File: config.mk
export PLATFORM = sky130hd
export DESIGN_NAME = repeater_lane_config_control
export DESIGN_NICKNAME = d
export VERILOG_FILES = /design/src/hw/repeater_lane_config_control.v
export VERILOG_INCLUDE_DIRS = /design/src /design/src/hw
export SDC_FILE = /design/constraint.sdc
export NUM_CORES = 1
export LEC_CHECK = 0
export BUFFER_PORTS_ARGS = -buffer_cell sky130_fd_sc_hd__buf_2
export CAP_MARGIN = 30
export CORE_UTILIZATION = 45
export DETAILED_ROUTE_END_ITERATION = 6
export SYNTH_ARGS = -nofsm -noshare
export SYNTH_HDL_FRONTEND = slang
export SYNTH_SLANG_ARGS = --single-unit
File: constraint.sdc
create_clock -name CLK -period 8.6 [get_ports CLK]
set_input_delay 0.43 -clock CLK [delete_from_list [all_inputs] [get_ports CLK]]
set_output_delay 0.43 -clock CLK [all_outputs]
set_load 0.005 [all_outputs]
File: src/hw/repeater_defines.vh
`ifndef REPEATER_DEFINES_VH
`define REPEATER_DEFINES_VH

// ==========================================================
// word index map (byte address = 4 * index)
`define LANE_COUNT 8
`define LANE_REGS 8
`define IDX_LANE_LAST 7'h3F
`define IDX_SLAVE_ADDR 7'h40
`define IDX_POINTER 7'h41
`define IDX_DATA_PORT 7'h42
`define IDX_STATUS 7'h43

// ==========================================================
// per-lane register slots
`define LREG_SIGDET 3'h0
`define LREG_BOOST 3'h1
`define LREG_EQCTL 3'h2
`define LREG_DCGAIN 3'h3
`define LREG_FIR_PP 3'h4
`define LREG_FIR_MAIN 3'h5
`define LREG_MODE 3'h6
`define LREG_STATUS 3'h7

// writable bits per slot
`define MASK_SIGDET 8'h03
`define MASK_BOOST 8'h3F
`define MASK_EQCTL 8'h0F
`define MASK_DCGAIN 8'h07
`define MASK_FIR_PP 8'hFF
`define MASK_FIR_MAIN 8'h0F
`define MASK_MODE 8'h01
`define LANE_RESET_VAL 8'h00

// field positions
`define SD_MODE_LSB 0
`define EQ1_BYPASS_BIT 0
`define BW_LSB 1
`define WB_GAIN_BIT 3
`define LIMIT_MODE_BIT 0

// signal-detect modes
`define SD_AUTO 2'b00
`define SD_FORCE_ON 2'b01
`define SD_FORCE_OFF 2'b10

// strap levels, ascending code order 0, R, F, 1
`define STRAP_LVL_0 2'b00
`define STRAP_LVL_R 2'b01
`define STRAP_LVL_F 2'b10
`define STRAP_LVL_1 2'b11
`define SLAVE_ADDR_BASE 7'h18

// ==========================================================
// timing
`define CLK_MHZ 100
`define POR_STRETCH_MS 60
`define POR_STRETCH_CYC (`POR_STRETCH_MS * 1000 * `CLK_MHZ)
`define EE_LOAD_BYTES 64

`endif

File: src/hw/repeater_lane_config_control.v
`timescale 1ns/100ps
`include "repeater_defines.vh"

module repeater_lane_config_control #(
    parameter POR_CYCLES = `POR_STRETCH_CYC,
    parameter LOAD_BYTES = `EE_LOAD_BYTES
) (
    input wire CLK,
    input wire RST,
    input wire CE,
    input wire WB_CYC_I,
    input wire WB_STB_I,
    input wire WB_WE_I,
    input wire [8:0] WB_ADR_I,
    input wire [3:0] WB_SEL_I,
    input wire [31:0] WB_DAT_I,
    output wire [31:0] WB_DAT_O,
    output wire WB_ACK_O,
    input wire [1:0] ADDR_STRAP_HI,
    input wire [1:0] ADDR_STRAP_LO,
    input wire MGMT_ROLE_STRAP,
    input wire LOAD_TRIGGER_N,
    output wire LOAD_DONE_N_O,
    output wire LOAD_DONE_N_OE,
    input wire MGMT_BUS_CLOCK,
    input wire EE_BYTE_VALID,
    input wire [7:0] EE_BYTE,
    input wire [7:0] SIGNAL_DETECT,
    output wire [7:0] LANE_PATH_EN,
    output wire [23:0] EQ1_BOOST,
    output wire [23:0] EQ2_BOOST,
    output wire [7:0] EQ1_BYPASS,
    output wire [15:0] EQ_BW,
    output wire [7:0] WB_GAIN_HI,
    output wire [23:0] DC_GAIN,
    output wire [7:0] LIMIT_MODE,
    output wire [31:0] FIR_PRE,
    output wire [31:0] FIR_POST,
    output wire [31:0] FIR_MAIN
);

    // ==========================================================
    // functions
    function [7:0] slot_mask;
        input [2:0] slot;
        begin
            case (slot)
                `LREG_SIGDET: slot_mask = `MASK_SIGDET;
                `LREG_BOOST: slot_mask = `MASK_BOOST;
                `LREG_EQCTL: slot_mask = `MASK_EQCTL;
                `LREG_DCGAIN: slot_mask = `MASK_DCGAIN;
                `LREG_FIR_PP: slot_mask = `MASK_FIR_PP;
                `LREG_FIR_MAIN: slot_mask = `MASK_FIR_MAIN;
                `LREG_MODE: slot_mask = `MASK_MODE;
                default: slot_mask = 8'h00;
            endcase
        end
    endfunction

    // strap codes already ascend 0, R, F, 1
    function [6:0] strap_addr;
        input [1:0] hi;
        input [1:0] lo;
        begin
            strap_addr = `SLAVE_ADDR_BASE + {3'b000, hi, lo};
        end
    endfunction

    // ==========================================================
    // pin synchronisers
    reg [1:0] hi_s1_q, hi_s2_q, lo_s1_q, lo_s2_q;
    reg role_s1_q, role_s2_q, trig_s1_q, trig_s2_q, sclk_s1_q, sclk_s2_q, sclk_prev_q;
    reg [7:0] sd_s1_q, sd_s2_q;

    always @(posedge CLK) begin
        if (RST) begin
            hi_s1_q <= 2'b00;
            hi_s2_q <= 2'b00;
            lo_s1_q <= 2'b00;
            lo_s2_q <= 2'b00;
            role_s1_q <= 1'b0;
            role_s2_q <= 1'b0;
            trig_s1_q <= 1'b1;
            trig_s2_q <= 1'b1;
            sclk_s1_q <= 1'b1;
            sclk_s2_q <= 1'b1;
            sclk_prev_q <= 1'b1;
            sd_s1_q <= 8'h00;
            sd_s2_q <= 8'h00;
        end else if (CE) begin
            hi_s1_q <= ADDR_STRAP_HI;
            hi_s2_q <= hi_s1_q;
            lo_s1_q <= ADDR_STRAP_LO;
            lo_s2_q <= lo_s1_q;
            role_s1_q <= MGMT_ROLE_STRAP;
            role_s2_q <= role_s1_q;
            trig_s1_q <= LOAD_TRIGGER_N;
            trig_s2_q <= trig_s1_q;
            sclk_s1_q <= MGMT_BUS_CLOCK;
            sclk_s2_q <= sclk_s1_q;
            sclk_prev_q <= sclk_s2_q;
            sd_s1_q <= SIGNAL_DETECT;
            sd_s2_q <= sd_s1_q;
        end
    end

    wire slave_mode = role_s2_q;
    wire trig_low = ~trig_s2_q;
    wire lane_clear = slave_mode & trig_low;
    wire sclk_rise = sclk_s2_q & ~sclk_prev_q;

    // ==========================================================
    // power-on reset stretch and strap latch
    reg [22:0] por_cnt_q;
    reg por_done_q;
    reg [6:0] slave_addr_q;
    reg [7:0] activity_q;

    always @(posedge CLK) begin
        if (RST) begin
            por_cnt_q <= 23'h00_0000;
            por_done_q <= 1'b0;
            slave_addr_q <= `SLAVE_ADDR_BASE;
            activity_q <= 8'h00;
        end else if (CE) begin
            if (!por_done_q) begin
                if (por_cnt_q >= POR_CYCLES[22:0] - 23'h00_0001) begin
                    por_done_q <= 1'b1;
                    slave_addr_q <= strap_addr(hi_s2_q, lo_s2_q);
                end else begin
                    por_cnt_q <= por_cnt_q + 23'h00_0001;
                end
            end
            if (sclk_rise) begin
                activity_q <= activity_q + 8'h01;
            end
        end
    end

    // ==========================================================
    // eeprom self-load in master mode
    reg load_busy_q, load_done_q;
    reg [6:0] load_cnt_q;
    wire load_start = por_done_q & ~slave_mode & trig_low & ~load_busy_q & ~load_done_q;
    wire load_write = load_busy_q & EE_BYTE_VALID;

    always @(posedge CLK) begin
        if (RST) begin
            load_busy_q <= 1'b0;
            load_done_q <= 1'b0;
            load_cnt_q <= 7'h00;
        end else if (CE) begin
            if (load_start) begin
                load_busy_q <= 1'b1;
                load_cnt_q <= 7'h00;
            end else if (load_write) begin
                if (load_cnt_q == LOAD_BYTES[6:0] - 7'h01) begin
                    load_busy_q <= 1'b0;
                    load_done_q <= 1'b1;
                end
                load_cnt_q <= load_cnt_q + 7'h01;
            end
        end
    end

    // slave mode only pulls low while trigger held low; master pulls low once loaded
    assign LOAD_DONE_N_O = 1'b0;
    assign LOAD_DONE_N_OE = slave_mode ? trig_low : load_done_q;

    // ==========================================================
    // wishbone slave, one wait state
    reg ack_q;
    reg [31:0] dat_q;
    reg [5:0] ptr_q;
    reg [7:0] lane_q [0:63];
    wire req = WB_CYC_I & WB_STB_I & ~ack_q;
    wire [6:0] idx = WB_ADR_I[8:2];
    wire bus_wr = req & WB_WE_I & WB_SEL_I[0] & por_done_q;
    wire [7:0] wbyte = WB_DAT_I[7:0];
    wire lane_hit = ~idx[6];
    wire port_wr = bus_wr & (idx == `IDX_DATA_PORT) & ~load_busy_q;
    wire ptr_wr = bus_wr & (idx == `IDX_POINTER) & ~load_busy_q;
    wire direct_wr = bus_wr & lane_hit;
    wire ind_wr = port_wr | load_write;
    wire [7:0] ind_byte = load_write ? EE_BYTE : wbyte;

    reg [7:0] rd_byte;
    always @* begin
        rd_byte = 8'h00;
        if (!por_done_q) begin
            rd_byte = 8'h00;
        end else if (lane_hit && idx[2:0] == `LREG_STATUS) begin
            rd_byte = {7'h00, sd_s2_q[idx[5:3]]};
        end else if (lane_hit) begin
            rd_byte = lane_q[idx[5:0]];
        end else if (idx == `IDX_SLAVE_ADDR) begin
            rd_byte = {1'b0, slave_addr_q};
        end else if (idx == `IDX_POINTER) begin
            rd_byte = {2'b00, ptr_q};
        end else if (idx == `IDX_DATA_PORT) begin
            rd_byte = lane_q[ptr_q];
        end else if (idx == `IDX_STATUS) begin
            rd_byte = {4'h0, load_done_q, load_busy_q, slave_mode, por_done_q};
        end
    end

    always @(posedge CLK) begin
        if (RST) begin
            ack_q <= 1'b0;
            dat_q <= 32'h0000_0000;
            ptr_q <= 6'h00;
        end else if (CE) begin
            ack_q <= req;
            if (req) begin
                dat_q <= (!WB_WE_I && idx == `IDX_STATUS && por_done_q) ?
                    {16'h0000, activity_q, rd_byte} : {24'h00_0000, rd_byte};
            end
            if (load_start) begin
                ptr_q <= 6'h00;
            end else if (ind_wr) begin
                ptr_q <= ptr_q + 6'h01;
            end else if (ptr_wr) begin
                ptr_q <= wbyte[5:0];
            end
        end
    end

    assign WB_ACK_O = ack_q;
    assign WB_DAT_O = dat_q;

    // ==========================================================
    // lane register file
    integer i;
    always @(posedge CLK) begin
        if (RST || (CE && lane_clear)) begin
            for (i = 0; i < 64; i = i + 1) begin
                lane_q[i] <= `LANE_RESET_VAL;
            end
        end else if (CE) begin
            // one byte per cycle; eeprom load beats a direct host write
            if (ind_wr) begin
                lane_q[ptr_q] <= ind_byte & slot_mask(ptr_q[2:0]);
            end else if (direct_wr) begin
                lane_q[idx[5:0]] <= wbyte & slot_mask(idx[2:0]);
            end
        end
    end

    // ==========================================================
    // per-lane field outputs
    genvar g;
    generate
        for (g = 0; g < `LANE_COUNT; g = g + 1) begin : lane
            wire [7:0] sdr = lane_q[g * `LANE_REGS + `LREG_SIGDET];
            wire [7:0] bst = lane_q[g * `LANE_REGS + `LREG_BOOST];
            wire [7:0] eqc = lane_q[g * `LANE_REGS + `LREG_EQCTL];
            wire [7:0] dcg = lane_q[g * `LANE_REGS + `LREG_DCGAIN];
            wire [7:0] fpp = lane_q[g * `LANE_REGS + `LREG_FIR_PP];
            wire [7:0] fmn = lane_q[g * `LANE_REGS + `LREG_FIR_MAIN];
            wire [7:0] mde = lane_q[g * `LANE_REGS + `LREG_MODE];
            wire [1:0] sdm = sdr[`SD_MODE_LSB +: 2];
            // force-off wins so a lane can be parked regardless of input energy
            assign LANE_PATH_EN[g] = (sdm == `SD_FORCE_OFF) ? 1'b0 :
                (sdm == `SD_FORCE_ON) ? 1'b1 : sd_s2_q[g];
            assign EQ1_BOOST[3 * g +: 3] = bst[2:0];
            assign EQ2_BOOST[3 * g +: 3] = bst[5:3];
            assign EQ1_BYPASS[g] = eqc[`EQ1_BYPASS_BIT];
            assign EQ_BW[2 * g +: 2] = eqc[`BW_LSB +: 2];
            assign WB_GAIN_HI[g] = eqc[`WB_GAIN_BIT];
            assign DC_GAIN[3 * g +: 3] = dcg[2:0];
            assign LIMIT_MODE[g] = mde[`LIMIT_MODE_BIT];
            // tap signs are fixed in the analog path, only magnitudes here
            assign FIR_PRE[4 * g +: 4] = fpp[3:0];
            assign FIR_POST[4 * g +: 4] = fpp[7:4];
            assign FIR_MAIN[4 * g +: 4] = fmn[3:0];
        end
    endgenerate

endmodule

## Word-level counts from Yosys, hierarchy flattened

Memory sizes are Yosys's and may differ from the RTL's. A register that Yosys moved wholly into a read port is not among the register bits.
Cells that the tools add are included.

- Register bits: 118
- Memory bits (writable): 512
- Word-level logic and storage cells: 184
- Memories kept: 1

Memories:

| name | depth | bits a word | read ports | clocked after memory_dff | write ports | line | text |
|---|---|---|---|---|---|---|---|
| lane_q | 64 | 8 | 58 | 1 | 64 | repeater_lane_config_control.v:175 | `reg [7:0] lane_q [0:63];` |

- Add/sub/neg operators: 5
- Magnitude comparators: 2
- Equality and inequality tests: 34
- Muxes and demuxes: 66
- Bitwise gates (word level): 30
- Reduce and logical (&&, ||, !) cells: 23

Operator list:

| operator | count |
|---|---|
| $mux W8 | 16 |
| $pmux W8 S6 | 2 |
| $mux W6 | 7 |
| $mux W1 | 36 |
| $eq A7 B7 Y1 const B | 4 |
| $add A23 B1 Y23 const B | 1 |
| $ge A23 B23 Y1 const B | 1 |
| $eq A3 B3 Y1 const B | 7 |
| $and A1 B1 Y1 | 17 |
| $and A8 B8 Y8 | 2 |
| $eq A2 B1 Y1 const B | 8 |
| $eq A2 B2 Y1 const B | 8 |
| $mux W16 | 1 |
| $reduce_or A8 Y1 | 2 |
| $mux W7 | 2 |
| $eq A3 B2 Y1 const B | 4 |
| $not A1 Y1 | 10 |
| $reduce_and A3 Y1 | 3 |
| $add A8 B1 Y8 const B | 1 |
| $reduce_and A2 Y1 | 4 |
| $add A7 B1 Y7 const B | 1 |
| $eq A7 B6 Y1 const B | 1 |
| $add A5 B4 Y6 const A | 1 |
| $add A6 B1 Y6 const B | 1 |
| 13 further kinds | 20 |

## Longest topological paths before layout

- Depth after elaboration: 15
- Mapped depth: 11

## Worst setup path after synthesis

OpenSTA, ideal clock, no wires.

- Path type: input -> register
- Start: input port WB_ADR_I[7]
- End: memory lane_q[46][0] (enable)
- Data arrival time: 3357 ps
- Path slack: 4913 ps
- Stages: 8
- Buffers on the path: 2
- Cells stage by stage: buf_2 or3_1 or4_4 o2111ai_4 mux2i_1 buf_6 nand4_1 nand2_1

RTL lines:

| item | line | text |
|---|---|---|
| start: declaration | repeater_lane_config_control.v:14 | `input wire [8:0] WB_ADR_I,` |
| end: declaration | repeater_lane_config_control.v:175 |  |

==> flow_summary.rst <==
.. list-table::
   :header-rows: 1

   * - Metric
     - Value
   * - Number of instances in the synthesized netlist
     - 2,534
   * - Met3 Use GR
     - 6.25%
   * - Max frequency
     - 230 MHz
   * - Share of the cycle needed by the critical path after routing
     - 50.5%
   * - Library cell with the largest summed area after synthesis
     - sky130_fd_sc_hd__edfxtp_1
   * - Number of cells on the worst hold path
     - 3
   * - Class of the worst hold path
     - input port to flip-flop
   * - # setup viols final
     - 0
   * - Warnings, synthesis
     - 0
   * - Buffer depth of the longest clock path
     - 3
   * - Netlist cell types
     - 88
   * - CTS root buf
     - sky130_fd_sc_hd__clkbuf_16
   * - Die footprint
     - 75,100 um^2
   * - Die height
     - 274 um
   * - Cell with the most instances on the worst path
     - sky130_fd_sc_hd__buf_4
   * - Proportion of layout cells with a drive suffix above 1
     - 29.8%
   * - Commonest cells in the synthesized netlist
     - sky130_fd_sc_hd__nor2_1, sky130_fd_sc_hd__edfxtp_1, sky130_fd_sc_hd__mux4_2
   * - Data arrival, critical path
     - 4.62 ns
   * - Worst setup path startpoint
     - WB_ADR_I[5]
   * - Total grt overflow
     - 0
   * - Cell with the largest stage delay on the worst path
     - sky130_fd_sc_hd__mux2i_1
   * - Number of H-tree levels
     - 3
   * - Highest-utilization routing layer at the global route stage
     - met2
   * - Hold wc startpoint
     - LOAD_TRIGGER_N
   * - Routed wirelength normalized by instance count
     - 30.8 um
   * - IO Port Bufs
     - 279
   * - Most used flip-flop cell after synthesis
     - sky130_fd_sc_hd__edfxtp_1
   * - Cts hold-fix bufs
     - 0
   * - Async set or reset register ratio after synthesis
     - 0%
   * - Syn Std Cell Area
     - 33,300 um^2
   * - Insertion delay of the later-clocked pin in the worst-skew pair
     - 0.64 ns
   * - Outcome
     - complete, but fails checks
   * - Max VDD drop
     - 0.134 mV
   * - Overall track demand over capacity in global routing
     - 30.5%
   * - Initial antenna violation count
     - 0
   * - Die width
     - 274 um
   * - Beginning of the worst register-to-register path
     - por_done_q
   * - Maximum fanout along the worst path
     - 41
   * - Final Hold Fails
     - 0
   * - Pre-CTS setup slack
     - 3.71 ns
   * - Initial core utilization
     - 45.6%
   * - Type of origin of the critical path
     - input port
   * - Most used standard cell by instance count after synthesis
     - sky130_fd_sc_hd__nor2_1
   * - Antenna Diode Count
     - 0
   * - Reg2reg setup slack
     - 4.29 ns
   * - Worst setup EP type
     - flip-flop
   * - Post-synthesis register bit count
     - 618
   * - Cells on worst reg2reg path
     - 7
   * - Wire length of the first global-routing pass
     - 162 mm
   * - P&R area growth vs syn
     - 11.8%
   * - Pwr Density
     - 189 nW/um^2
   * - Worst Skew
     - 0.0277 ns
   * - Failing checks
     - design-rule violations
   * - Gpl congestion
     - 0.943
   * - Average vias per placed instance
     - 6.36
   * - Final-stage net count
     - 2,759
   * - Cell class contributing the biggest share of worst-path delay
     - simple AND/OR/NAND/NOR gates
   * - Num CTS Buffers
     - 72
   * - Relative slew margins
     - 25.4%
   * - Global-route met1 utilization
     - 41.3%
   * - Global Route met2 Usage
     - 47.6%
   * - Routed WL
     - 114 mm
   * - HPWL after detailed placement
     - 80.5 mm
   * - Layout fillers
     - 6,392
   * - Clk sink count
     - 618
   * - Shortest clock period the worst path allows after layout
     - 4.34 ns
   * - Post-route DRC
     - 36
   * - Post-synth EDFFs
     - 512
   * - Final-layout setup total negative slack
     - 0 ns
   * - Pin count of the biggest net entering global routing
     - 99
   * - Clock tree from TritonCTS
     - done
   * - Unrepaired setup endpoints after global routing
     - no
   * - Required arrival time at the worst endpoint
     - 8.88 ns
   * - Static leakage
     - 13.4 nW
   * - Portion of synthesized cell area occupied by the leading cell type
     - 46.2%
   * - Share of synthesized area occupied by flip-flops and latches
     - 52.5%
   * - Core Area
     - 73,100 um^2
   * - Transition time at the pin with the least slew margin
     - 1.09 ns
   * - Cell row count
     - 99
   * - Worst path setup slack after routing
     - 4.26 ns
   * - Critical path, cell by cell
     - buf_2 > buf_4 > or3_1 > or4_4 > o2111ai_4 > buf_4 > mux2i_1 > nand4_1 > nand2_1
   * - Count of TritonRoute iterations in the first routing pass
     - 7
   * - Number of slew-limit violations in the final report
     - 0
   * - Total number of vias
     - 23,500
   * - Final cell utilization of the core
     - 50.9%
   * - CP Class
     - input port to flip-flop
   * - Count of routing violations after the opening detailed-route iteration
     - 3,022
   * - Syn avg cell area
     - 13.1 um^2
   * - CTS clock-pin slew for the worst setup and hold paths
     - 0.05 ns
   * - Crit path largest cell delay
     - 0.87 ns
   * - Buffering stage count on the worst path with inverters included
     - 3
   * - Number of placed I/O pins
     - 326
   * - Post-route antenna net violation count
     - 0
   * - Hold path endpoint
     - trig_s1_q
   * - Largest cells by area after synthesis
     - sky130_fd_sc_hd__edfxtp_1, sky130_fd_sc_hd__mux4_2, sky130_fd_sc_hd__dfxtp_1
   * - Worst flop-to-flop path endpoint
     - lane_q[31][3]
   * - Via count of the first global-routing pass
     - 22,600
   * - Post-cts sizing count
     - 0
   * - Max-cap check violation count
     - 0
   * - Count of buffers added by post-CTS timing repair for setup
     - 0
worst max path at each step:
stage,cells after the start,endpoint,slack [ns]
2_1_floorplan,8,lane_q[46][0],4.91
3_3_place_gp,9,lane_q[31][0],3.73
3_5_place_dp,9,lane_q[31][5],3.71
4_1_cts,9,lane_q[31][2],4.36
5_1_grt,7,lane_q[31][7],4.07
6_report,9,lane_q[31][3],4.26
metrics by stage:
step	cells	total power [mW]	area (um^2)	hold slack [ns]
3_3_place_gp	3558	3.90	34700	0.446
4_1_cts	3692	7.07	37200	0.0232
2_1_floorplan	2630	3.73	33700	0.433
5_1_grt	3693	7.22	37200	0.0467
6_report	3693	7.05	37200	0.0465
3_5_place_dp	3561	3.91	34700	0.462
flip-flops by register name, indices dropped and copies added, names as in the netlist, 2 cells and up, named ones only:
register / flops
lane_q: 512
por_cnt_q: 23
WB_DAT_O: 16
activity_q: 8
sd_s1_q: 8
sd_s2_q: 8
load_cnt_q: 7
ptr_q: 6
slave_addr_q: 5
hi_s1_q: 2
hi_s2_q: 2
lo_s1_q: 2
lo_s2_q: 2
layer usage:
layer	wire, um	vias up
met5	0	-
li1	-	9706
met4	5620	0
met2	53000	1543
met1	42300	12000
met3	12900	259
area by class of cell:
cell class                      count  area [um^2]  area share [%]
Sequential cell                   618        17500            47.0
Multi-Input combinational cell   1637        14200            38.1
Clock buffer                       89         2000            5.37
Timing Repair Buffer              321         1790            4.82
Tap cell                          959         1200            3.22
Clock inverter                     42          453            1.22
Inverter                           27          101           0.272
tightest hold or removal path: stages:
cell and delay (ns):
sky130_fd_sc_hd__buf_2 0.07, sky130_fd_sc_hd__mux2i_1 0.06, sky130_fd_sc_hd__nand2_1 0.06
power breakdown:
part	switching [mW]	internal, mW	total (mW)	leakage (nW)
clock	1.26	1.92	3.19	1.21
sequential	0.0661	3.32	3.39	6.29
combinational	0.291	0.181	0.472	5.89
total	1.62	5.43	7.05	13.4
cell usage in the layout (no fill, tap or decap), drive strengths merged, types with 13 or more instances in the layout:
cell type	synthesis	routed
clkinv	2	30
mux4	287	287
nor2b	13	13
conb	1	97
a22oi	23	23
buf	266	321
nor3	22	22
nor2	530	530
a21oi	57	57
inv	25	28
nand4	55	55
nand3	56	56
mux2i	80	80
clkbuf	82	89
mux2	16	16
dfxtp	106	106
or3	17	17
edfxtp	512	512
o21ai	32	32
nand2	151	151
logic make-up after synthesis:
family	count (synthesis)	synth area share (%)
compound gates	218	4.52
xor+xnor	15	0.394
fa+ha+maj	15	0.503
buf+inv	375	6.45
flops	618	52.5
mux	383	22.5
other cells	1	0.0113
simple gates	909	13.1
No activity file was read; power rests on OpenSTA's default activity.
